File: config.mk
export PLATFORM = sky130hd
export DESIGN_NAME = smiip_phy
export DESIGN_NICKNAME = d
export VERILOG_FILES = /design/src/common/smiip_pkg.sv /design/src/hdl/smiip_shift.sv /design/src/hdl/smiip_phy.sv
export SDC_FILE = /design/constraint.sdc
export NUM_CORES = 1
export LEC_CHECK = 0
export BUFFER_PORTS_ARGS = -buffer_cell sky130_fd_sc_hd__buf_2
export CORE_ASPECT_RATIO = 0.75
export CORE_MARGIN = 5
export CORE_UTILIZATION = 50
export DETAILED_ROUTE_END_ITERATION = 7
export PLACE_DENSITY = 0.74
export SYNTH_ARGS = -nofsm -noshare
export SYNTH_HDL_FRONTEND = slang
export SYNTH_HIERARCHICAL = 1
export SYNTH_SLANG_ARGS = --single-unit
File: constraint.sdc
create_clock -name clk -period 1.4 [get_ports clk]
set_input_delay 0.07 -clock clk [delete_from_list [all_inputs] [get_ports clk]]
set_output_delay 0.07 -clock clk [all_outputs]
set_load 0.05 [all_outputs]
File: src/common/smiip_pkg.sv
// Shared constants for the PHY-side serial MII segment engine.
// Assumes a 50 MHz system clock that oversamples a much slower link clock.
package smiip_pkg;
    localparam int SEG_BITS      = 10;
    localparam int REPEAT_10M    = 10;
    localparam int SEG_CNT_W     = 4;
    // Bit positions within a segment, in serial order
    localparam int POS_FLAG0     = 0;
    localparam int POS_FLAG1     = 1;
    localparam int POS_DATA      = 2;
    // Status byte positions when valid is low
    localparam int ST_RXERR      = 0;
    localparam int ST_SPEED      = 1;
    localparam int ST_DUPLEX     = 2;
    localparam int ST_LINK       = 3;
    localparam int ST_JABBER     = 4;
    localparam int ST_NIBBLE     = 5;
    localparam int ST_FALSE_CRS  = 6;
    localparam int ST_ONE        = 7;
    localparam logic [2:0] CFG_SERIAL = 3'h0_2;
    localparam logic [3:0] CNT_ZERO   = 4'h0_0;
    localparam logic [7:0] BYTE_ZERO  = 8'h00_00;
endpackage

File: src/hdl/smiip_shift.sv
// Ten-bit segment shifter used for the transmit direction only.
// Assumes the caller supplies a one-cycle bit strobe and segment start.
`timescale 1ns/10ps
module smiip_shift #(
    parameter int WIDTH = 10
) (
    input  wire logic             clk,
    input  wire logic             srst,
    input  wire logic             step,
    input  wire logic             load,
    input  wire logic [WIDTH-1:0] load_val,
    input  wire logic             ser_in,
    output logic      [WIDTH-1:0] par_out,
    output logic                  ser_out
);
    generate
        if (WIDTH < 2) begin
            $error("smiip_shift: WIDTH too small");
        end
    endgenerate

    typedef struct packed {
        logic [WIDTH-1:0] sh;
    } smiip_shift_state_type;

    smiip_shift_state_type st_q;
    smiip_shift_state_type st_d;

    always_comb begin
        st_d = st_q;
        if (load) begin
            st_d.sh = load_val;
        end else if (step) begin
            st_d.sh = {ser_in, st_q.sh[WIDTH-1:1]};
        end
    end

    always_ff @(posedge clk) begin
        if (srst) begin
            st_q <= '0;
        end else begin
            st_q <= st_d;
        end
    end

    assign par_out = st_q.sh;
    assign ser_out = st_q.sh[0];
endmodule

File: src/hdl/smiip_phy.sv
// PHY end of a serial MII link: frames ten-bit segments on tx and rx.
// Assumes link clock, sync and tx pins are asynchronous to clk and slow
// enough to be edge-detected after a two-stage synchroniser.
`timescale 1ns/10ps
// Overview of operation
// - Every segment is exactly ten bits starting at sync.
// - At 10M each transmit segment repeats tenfold; take one copy.
// - At 10M each receive segment is sent ten times.
// - At 100M every segment carries a new byte.
// - Receive segment holds carrier, valid and eight data bits, or eight status bits when valid is low.
module smiip_phy (
    input  wire logic       clk,
    input  wire logic       srst,
    input  wire logic       link_clk,
    input  wire logic       sync,
    input  wire logic       tx_pin,
    output logic            rx_pin,
    input  wire logic [2:0] mode_strap,
    output logic            serial_mode,
    input  wire logic       speed_100,
    input  wire logic       full_duplex,
    input  wire logic       link_up,
    input  wire logic       jabber,
    input  wire logic       nibble_ok,
    input  wire logic       false_carrier,
    input  wire logic       prev_rx_err,
    input  wire logic       rx_crs,
    input  wire logic       rx_dv,
    input  wire logic [7:0] rx_byte,
    output logic            rx_take,
    output logic            tx_valid,
    output logic            tx_en,
    output logic            tx_err,
    output logic [7:0]      tx_byte
);
    localparam int N = smiip_pkg::SEG_BITS;

    typedef enum logic [2:0] {
        S_HUNT = 3'h0_1,
        S_RUN  = 3'h0_2,
        S_OFF  = 3'h0_4
    } smiip_fsm_type;

    typedef struct packed {
        logic [2:0]          s_lc;
        logic [2:0]          s_sy;
        logic [2:0]          s_tx;
        logic                lc_old;
        smiip_fsm_type       fsm;
        logic [3:0]          bit_cnt;
        logic [3:0]          rep_cnt;
        logic                mode;
        logic                strap_done;
        logic [N-1:0]        rx_seg;
        logic [N-1:0]        rx_hold;
        logic                out_bit;
        logic                txv;
        logic                txe;
        logic                txr;
        logic [7:0]          txb;
    } smiip_state_type;

    smiip_state_type st_q;
    smiip_state_type st_d;

    logic          lc_rise;
    logic          sync_s;
    logic          tx_s;
    logic          seg_start;
    logic          seg_end;
    logic [N-1:0]  tx_par;
    logic [N-1:0]  tx_now;
    logic [N-1:0]  rx_cur;
    logic [N-1:0]  rx_load;
    logic [7:0]    status_byte;
    logic          rx_ser;

    // Stage 0 of each synchroniser feeds only stage 1
    assign lc_rise = st_q.s_lc[1] & ~st_q.lc_old;
    assign sync_s  = st_q.s_sy[1];
    assign tx_s    = st_q.s_tx[1];
    assign seg_start = lc_rise & sync_s;

    always_comb begin
        status_byte = smiip_pkg::BYTE_ZERO;
        status_byte[smiip_pkg::ST_RXERR]     = prev_rx_err;
        status_byte[smiip_pkg::ST_SPEED]     = speed_100;
        status_byte[smiip_pkg::ST_DUPLEX]    = full_duplex;
        status_byte[smiip_pkg::ST_LINK]      = link_up;
        status_byte[smiip_pkg::ST_JABBER]    = jabber;
        status_byte[smiip_pkg::ST_NIBBLE]    = nibble_ok;
        status_byte[smiip_pkg::ST_FALSE_CRS] = false_carrier;
        status_byte[smiip_pkg::ST_ONE]       = 1'b1;
    end

    // Segment in serial order: carrier, valid, then byte lsb first
    assign rx_load = {(rx_dv ? rx_byte : status_byte), rx_dv, rx_crs};

    smiip_shift #(
        .WIDTH (N)
    ) u_tx_shift (
        .clk      (clk),
        .srst     (srst),
        .step     (lc_rise),
        .load     (1'b0),
        .load_val ('0),
        .ser_in   (tx_s),
        .par_out  (tx_par),
        .ser_out  ()
    );

    // Last bit of the segment has been shifted in on this edge
    assign seg_end = lc_rise && (st_q.fsm == S_RUN)
                     && (st_q.bit_cnt == 4'(N - 1));

    // Whole segment once the tenth bit is in, bit 0 at the bottom
    assign tx_now = {tx_s, tx_par[N-1:1]};

    // A new receive byte per segment at 100M, per tenth segment at 10M
    assign rx_take = seg_start && (st_q.fsm != S_OFF)
                     && (speed_100
                         || st_q.rep_cnt == smiip_pkg::CNT_ZERO);
    // Group copies come from the held segment, so inputs that move
    // inside a 10M group cannot leak onto the line
    assign rx_cur = rx_take ? rx_load : st_q.rx_hold;

    always_comb begin
        st_d        = st_q;
        rx_ser      = 1'b0;
        st_d.s_lc   = {st_q.s_lc[1:0], link_clk};
        st_d.s_sy   = {st_q.s_sy[1:0], sync};
        st_d.s_tx   = {st_q.s_tx[1:0], tx_pin};
        st_d.lc_old = st_q.s_lc[1];
        st_d.txv    = 1'b0;
        if (!st_q.strap_done) begin
            st_d.strap_done = 1'b1;
            st_d.mode = (mode_strap == smiip_pkg::CFG_SERIAL);
        end
        case (st_q.fsm)
            S_HUNT: begin
                if (st_q.strap_done && !st_q.mode) begin
                    st_d.fsm = S_OFF;
                end else if (seg_start) begin
                    st_d.fsm     = S_RUN;
                    st_d.bit_cnt = 4'h0_1;
                end
            end
            S_RUN: begin
                if (lc_rise) begin
                    if (seg_start) begin
                        // Resync on every pulse, not only at count wrap
                        st_d.bit_cnt = 4'h0_1;
                    end else if (st_q.bit_cnt == 4'(N - 1)) begin
                        st_d.bit_cnt = smiip_pkg::CNT_ZERO;
                    end else begin
                        st_d.bit_cnt = st_q.bit_cnt + 4'h0_1;
                    end
                end
            end
            S_OFF: begin
                st_d.fsm = S_OFF;
            end
            default: begin
                st_d.fsm = S_HUNT;
            end
        endcase
        // Receive segment loaded at sync, then shifted out
        if (lc_rise && st_q.fsm != S_OFF) begin
            if (seg_start) begin
                st_d.out_bit = rx_cur[0];
                st_d.rx_seg  = {1'b0, rx_cur[N-1:1]};
                if (rx_take) begin
                    st_d.rx_hold = rx_load;
                end
                if (!speed_100) begin
                    if (st_q.rep_cnt == 4'(smiip_pkg::REPEAT_10M - 1)) begin
                        st_d.rep_cnt = smiip_pkg::CNT_ZERO;
                    end else begin
                        st_d.rep_cnt = st_q.rep_cnt + 4'h0_1;
                    end
                end else begin
                    st_d.rep_cnt = smiip_pkg::CNT_ZERO;
                end
            end else begin
                st_d.out_bit = st_q.rx_seg[0];
                st_d.rx_seg  = {1'b0, st_q.rx_seg[N-1:1]};
            end
        end
        if (seg_end) begin
            // Take the first copy of each 10M group
            if (speed_100 || st_q.rep_cnt == 4'h0_1) begin
                st_d.txv = 1'b1;
                st_d.txr = tx_now[smiip_pkg::POS_FLAG0];
                st_d.txe = tx_now[smiip_pkg::POS_FLAG1];
                st_d.txb = tx_now[N-1:smiip_pkg::POS_DATA];
            end
        end
        rx_ser = st_q.out_bit;
    end

    always_ff @(posedge clk) begin
        if (srst) begin
            st_q     <= '0;
            st_q.fsm <= S_HUNT;
        end else begin
            st_q <= st_d;
        end
    end

    assign rx_pin      = rx_ser;
    assign serial_mode = st_q.mode;
    assign tx_valid    = st_q.txv;
    assign tx_en       = st_q.txe;
    assign tx_err      = st_q.txr;
    assign tx_byte     = st_q.txb;
endmodule

==> metrics.md, run 1 <==
| Metric | Value |
|---|---|
| Crit path max-delay family | `simple AND/OR/NAND/NOR gates` |
| Critical Path Max Stage Delay | `0.44 ns` |
| Final core occ | `0.791` |
| Hold slack | `0.0161 ns` |
| Synth Warn # | `6` |
| Worst Skew | `about 0.0076 ns` |
| Max cap viols | `0` |
| RSZ-0062 raised after global routing | `yes` |
| Most frequent cells in the layout | `51 x dfxtp_1, 37 x buf_2, 32 x nor2b_1` |
| Met3 wire length | `just over 600 um` |
| Dpl cell area | `about 0.0033 mm2` |
| Critical Setup Path Class | `flip-flop to flip-flop` |
| Die area | `approximately 0.007 mm2` |
| Nets | `between 400 and 500` |
| Mapped Avg Cell Area | `just over 9 um2` |
| Endpoint type of the worst setup path | `flip-flop` |
| Pwr dens | `between 900 and 1000 mW/mm2` |
| Routed wire length on met2 | `between 4000 and 5000 um` |
| Layout fillers | `332` |
| First-pass GRT wire length | `11,500 um` |
| Share of layout cells above drive strength 1 | `0.460` |
| Fmax | `0.604 GHz` |
| Synthesized area | `roughly 0.0028 mm2` |
| Post-detail-place hpwl | `roughly 4300 um` |
| Critical path fanouts, max | `3` |
| Cell Rows | `23` |
| Initial antenna violation count | `0` |
| Leakage | `between 1.5 and 2 nW` |
| CTS tree | `done` |
| Port bufs | `38` |
| Sequential cell area | `0.00122 mm2` |
| CP max-delay cell | `or3b_4` |
| Routability congestion estimate | `just under 0.8` |
| CTS Root Cell | `clkbuf_8` |
| Die width | `95.9 um` |
| DR WL/cell | `between 15 and 20 um` |
| Initial DRC count | `approximately 210` |
| P&R area growth vs syn | `52.9%` |
| Cells after Synth | `298` |
| Clk Latency, worst-skew pair | `~0.35 ns` |
| Commonest non-fill, non-tap cell in the layout | `dfxtp_1` |
| CP arrival | `about 1.9 ns` |
| Failing checks | `negative setup slack` |
| N_diodes | `0` |
| Via density | `approximately 5.5` |
| Drt first pass iters | `5` |
| Vias in the first global route | `between 2k and 2.5k` |
| Htree depth | `3` |
| Power Total | `3.94 mW` |
| Max-slew violations | `0` |
| WP data required | `1.65 ns` |
| Max VDD drop | `about 1 mV` |
| Worst Setup Start Kind | `flip-flop` |
| Top Layer Used | `met4` |
| WL final | `about 8600 um` |
| Worst setup margin | `-0.255 ns` |
| Hold violation total from the final report | `0` |
| Crit path buf inv count | `2` |
| Status | `finished, violations left` |
| Clock-pin slew on the worst setup and hold paths | `0.07 ns` |
| Crit path time final | `between 1.5 and 2 ns` |
| Setup slack, reg-to-reg | `-0.26 ns` |
| Vias | `between 2k and 3k` |
| Final period util | `1.18` |
| CP Cell Sequence | `or3b_4 > o211ai_4 > inv_4 > buf_4 > mux2i_4 > o31ai_2` |
| Die Ht | `around 74 um` |
| DRC Markers | `0` |
| Post-route ant nets | `0` |
| Multi-input logic area | `~0.0018 mm2` |
| Hold Path Class | `input pin to flip-flop` |
| CTS Buffer Depth | `2` |
| Maximum number of pins on one net before global-route repair | `46` |
| GRT overflow | `0` |
| Clk sinks | `60` |
| Initial core utilization | `0.517` |
| Inserted Clock Buffers | `9` |
| Fin area | `about 0.0042 mm2` |
| Core ar. | `around 0.0054 mm2` |
| GRT Total Usage | `0.214` |
| # setup viols final | `38` |
| WL met1 | `~3500 um` |
| IO Pins | `39` |
-- worst paths after layout --
| path | endpoint | start | cells after the start |
|---|---|---|---|
| worst min-delay path | serial_mode | mode_strap[2] | 4 |
| worst max-delay path | st_q[30] | st_q[42] | 6 |
| worst min register to register | st_d[51] | st_d[50] | 1 |
| worst max register to register | st_q[30] | st_q[42] | 6 |
-- metrics by stage --
step	setup slack (ns)	instances	TNS (ns)
floorplan	-0.0276	308	-0.278
global placement	-0.133	430	-1.23
detailed placement	-0.162	430	-2.25
CTS	-0.134	466	-1.98
global route	-0.293	479	-6.30
finish	-0.255	479	-4.21
-- final cells by class --
type,count,area share
clock inverter,6,0.0207
timing repair buffer,103,0.205
multi-input combinational,218,0.424
inverter,7,0.00739
clock buffer,10,0.0325
tap,75,0.0222
sequential,60,0.288
-- power breakdown --
group	leakage, nW	switching (mW)	internal [mW]
logic	1.17	0.208	0.196
registers	0.492	0.0331	1.75
clock network	0.105	0.708	1.05
-- per-layer routing --
metal  vias up  global-route usage
met5         -                   0
met3        26              0.0708
met4         0              0.0741
met1      1272               0.264
met2       109               0.354
li1       1243                   -
-- registers in the layout, summed over array words and instances, names as in the netlist --
name,cells
tx_err,1
tx_en,1
tx_valid,1
u_tx_shift/par_out,9
rx_pin,1
st_q,32
serial_mode,1
st_d,6
tx_byte,8
-- worst register-to-register path: cells and delay by family, from the launching register on --
family,cells,cell delay [ns]
AOI/OAI and AO/OA,2,0.35
and+or+nand+nor,1,0.44
muxes,1,0.18
DFF,1,0.35
buffers and inverters,2,0.23
-- timing repair --
action,4_1_cts,5_1_grt
resized for setup,38,69
endpoints found under the setup margin,38,49
endpoints found under the hold margin,7,0
cloned,1,2
hold buffers,7,0
pin swaps,18,36
buffers inserted,13,11
Note: power is estimated with default switching activity, not from simulation.
==> run 2, diff against run 1 <==
- PLACE_DENSITY: 0.74 -> 0.83
- REMOVE_ABC_BUFFERS: default -> 1
==> run 2 against run 1 <==
Net effect: clock skew is 0.0070 ns higher; cell area down 8.6%; sequential power about the same; combinational power down 12%; first-iteration DRC count fell by 5.2%; routed wire length increased by 3.8%; count of clock-buffer cells in the layout unchanged; highest routed layer unchanged; via count increased by 1.7%; the run still ends with negative setup slack left; critical path depth rose by 1; non-clock buffer count decreased by 12; largest power group unchanged; flip-flop and latch count stayed put.
==> metrics.md, run 2 (synthesis gave the netlist of run 1 again) <==
| Metric | Value |
|---|---|
| CP arrival | `1.88 ns (was 1.90 ns)` |
| Worst hold stages | `4 (unchanged)` |
| Share of layout cells above drive strength 1 | `0.421 (was 0.460)` |
| CP Depth | `7 (was 6)` |
| Port bufs | `38 (unchanged)` |
| Sequential cell area | `0.00122 mm2 (unchanged)` |
| Final period util | `1.15 (was 1.18)` |
| Fin area | `0.00387 mm2 (was 0.00423 mm2)` |
| GRT overflow | `0 (unchanged)` |
| Die Ht | `74.4 um (unchanged)` |
| WP data required | `1.67 ns (was 1.65 ns)` |
| Max-slew violations | `0 (unchanged)` |
| Htree depth | `3 (unchanged)` |
| Critical Setup Path Class | `flip-flop to flip-flop (unchanged)` |
| Max FFs per register | `32 (unchanged)` |
| DRC Markers | `0 (unchanged)` |
| Core ar. | `0.00535 mm2 (unchanged)` |
| Clk Latency, worst-skew pair | `0.35 ns (about the same)` |
| Nets | `413 (was 426)` |
| Commonest non-fill, non-tap cell in the layout | `dfxtp_1 (unchanged)` |
| Critical Path Max Stage Delay | `0.40 ns (was 0.44 ns)` |
| Worst hold endpoint | `serial_mode (unchanged)` |
| Status | `finished, violations left (unchanged)` |
| # setup viols final | `36 (was 38)` |
| Clock-pin slew on the worst setup and hold paths | `0.07 ns (about the same)` |
| Initial core utilization | `0.517 (unchanged)` |
| Drt first pass iters | `5 (unchanged)` |
| First-pass GRT wire length | `12,500 um (was 11,500 um)` |
| Setup slack, reg-to-reg | `-0.21 ns (was -0.26 ns)` |
| Die width | `95.9 um (unchanged)` |
| Cell Rows | `23 (unchanged)` |
| Worst reg2reg startpoint | `st_q[42] (unchanged)` |
| Die area | `0.00714 mm2 (unchanged)` |
| Crit path time final | `1.61 ns (was 1.66 ns)` |
| Fmax | `0.621 GHz (was 0.604 GHz)` |
| Hold violation total from the final report | `0 (unchanged)` |
| DR WL/cell | `19.1 um (was 17.9 um)` |
| Post-route ant nets | `0 (unchanged)` |
| Dpl cell area | `0.00322 mm2 (was 0.00328 mm2)` |
| Routability congestion estimate | `0.852 (was 0.793)` |
| Placed cell count | `432 (was 430)` |
| Worst setup margin | `-0.211 ns (was -0.255 ns)` |
| P&R area growth vs syn | `39.7% (was 52.9%)` |
| Vias | `2,696 (was 2,650)` |
| Crit path buf inv count | `3 (was 2)` |
| Reg-to-Reg End | `st_q[24] (was st_q[30])` |
| Worst reg-to-reg path cell count | `7 (was 6)` |
| Via density | `5.80 (was 5.53)` |
| Pwr dens | `951 mW/mm2 (was 930 mW/mm2)` |
| IO Pins | `39 (unchanged)` |
| CTS Buffer Depth | `2 (unchanged)` |
| Initial DRC count | `202 (was 213)` |
| Hold slack | `0.0410 ns (was 0.0161 ns)` |
| Largest register by flop count | `st_q (unchanged)` |
| Inserted Clock Buffers | `9 (unchanged)` |
| Hold Path Class | `input pin to flip-flop (unchanged)` |
| CTS tree | `done (unchanged)` |
| Post-detail-place hpwl | `4590 um (was 4290 um)` |
| CP Cell Sequence | `or3b_4 > o211ai_2 > inv_2 > buf_4 > buf_6 > o211a_4 > o31ai_2 (was or3b_4 > o211ai_4 > inv_4 > buf_4 > mux2i_4 > o31ai_2)` |
| Hold path start | `mode_strap[2] (unchanged)` |
| Vias in the first global route | `2,660 (was 2,399)` |
| GRT Total Usage | `0.233 (was 0.214)` |
| Most frequent cells in the layout | `49 x dfxtp_1, 37 x buf_2, 37 x buf_4 (was 51 x dfxtp_1, 37 x buf_2, 32 x nor2b_1)` |
| N_diodes | `0 (unchanged)` |
| Maximum number of pins on one net before global-route repair | `32 (was 46)` |
| RSZ-0062 raised after global routing | `yes (unchanged)` |
| Layout fillers | `350 (was 332)` |
| Max VDD drop | `0.750 mV (was 1.00 mV)` |
| Failing checks | `negative setup slack (unchanged)` |
| Initial antenna violation count | `0 (unchanged)` |
| Crit path max-delay family | `simple AND/OR/NAND/NOR gates (unchanged)` |
| Worst Skew | `0.0146 ns (was 0.00764 ns)` |
| Max cap viols | `0 (unchanged)` |
| Endpoint type of the worst setup path | `flip-flop (unchanged)` |
| CP max-delay cell | `or3b_4 (unchanged)` |
| Critical path fanouts, max | `5 (was 3)` |
| Leakage | `1.62 nW (was 1.77 nW)` |
| Multi-input logic area | `0.00166 mm2 (was 0.00179 mm2)` |
| Non-filler cells in the finished layout | `465 (was 479)` |
| CTS Root Cell | `clkbuf_8 (unchanged)` |
| Clk sinks | `60 (unchanged)` |
| WL final | `8890 um (was 8560 um)` |
| Worst Setup Start Kind | `flip-flop (unchanged)` |
[run 2: changes by cell type in the layout (fill, tap and decap cells not counted), sizes merged]
cell | before | now
clkinv | 2 | 4
bufinv | 2 | 1
dlygate4sd3 | 7 | 6
clkinvlp | 3 | 1
o22ai | 2 | 1
buf | 94 | 85
clkbuf | 12 | 10
[run 2: routing by layer]
layer	vias up	track usage	share of wire
met1	1288	0.253	0.38
met2	148	0.391	0.49
met3	48	0.0870	0.075
met5	-	0	0
li1	1212	-	-
met4	0	0.139	0.058
[run 2: area by class of cell]
cell class,count,area share
Multi-Input combinational cell,217,0.430
Sequential cell,60,0.315
Timing Repair Buffer,91,0.174
Clock buffer,10,0.0356
Tap cell,75,0.0243
Clock inverter,5,0.0136
Inverter,7,0.00744
[run 2: repair_timing]
item	4_1_cts	5_1_grt
hold buffers	6	0
setup buffers	8	5
endpoints found under the setup margin	48	49
pin swaps	5	16
resized for setup	36	53
endpoints found under the hold margin	6	0
[run 2: how the worst max path moves through the flow]
stage / startpoint / endpoint / slack (ns)
after floorplan: st_d[51] / st_q[30] / -0.56
after global placement: st_q[35] / st_q[23] / -0.17
after detailed placement: st_d[51] / st_q[25] / -0.20
after CTS: st_q[43] / rx_take / -0.13
after global routing: st_q[35] / st_q[30] / -0.28
final: st_q[42] / st_q[24] / -0.21
[run 2: where the power goes]
| part | switching [mW] | internal [mW] |
|---|---|---|
| combinational | 0.193 | 0.165 |
| clock | 0.684 | 0.850 |
| sequential | 0.0374 | 1.75 |
[run 2: through the flow]
stage               power [mW]  utilization  setup WS, ns  setup TNS [ns]
global placement          2.06        0.601        -0.166           -2.94
CTS                       3.62        0.680        -0.130           -2.28
floorplan                 1.93            -        -0.563          -11.81
detailed placement        2.08        0.601        -0.204           -4.80
global route              3.80        0.723        -0.285           -7.36
finish                    3.68        0.723        -0.211           -5.26
[run 2: tightest hold or removal path: cells and delay by family]
kind                   cells  cell delay, ns
AOI/OAI and AO/OA          1            0.11
buffers and inverters      1            0.08
and+or+nand+nor            2            0.09
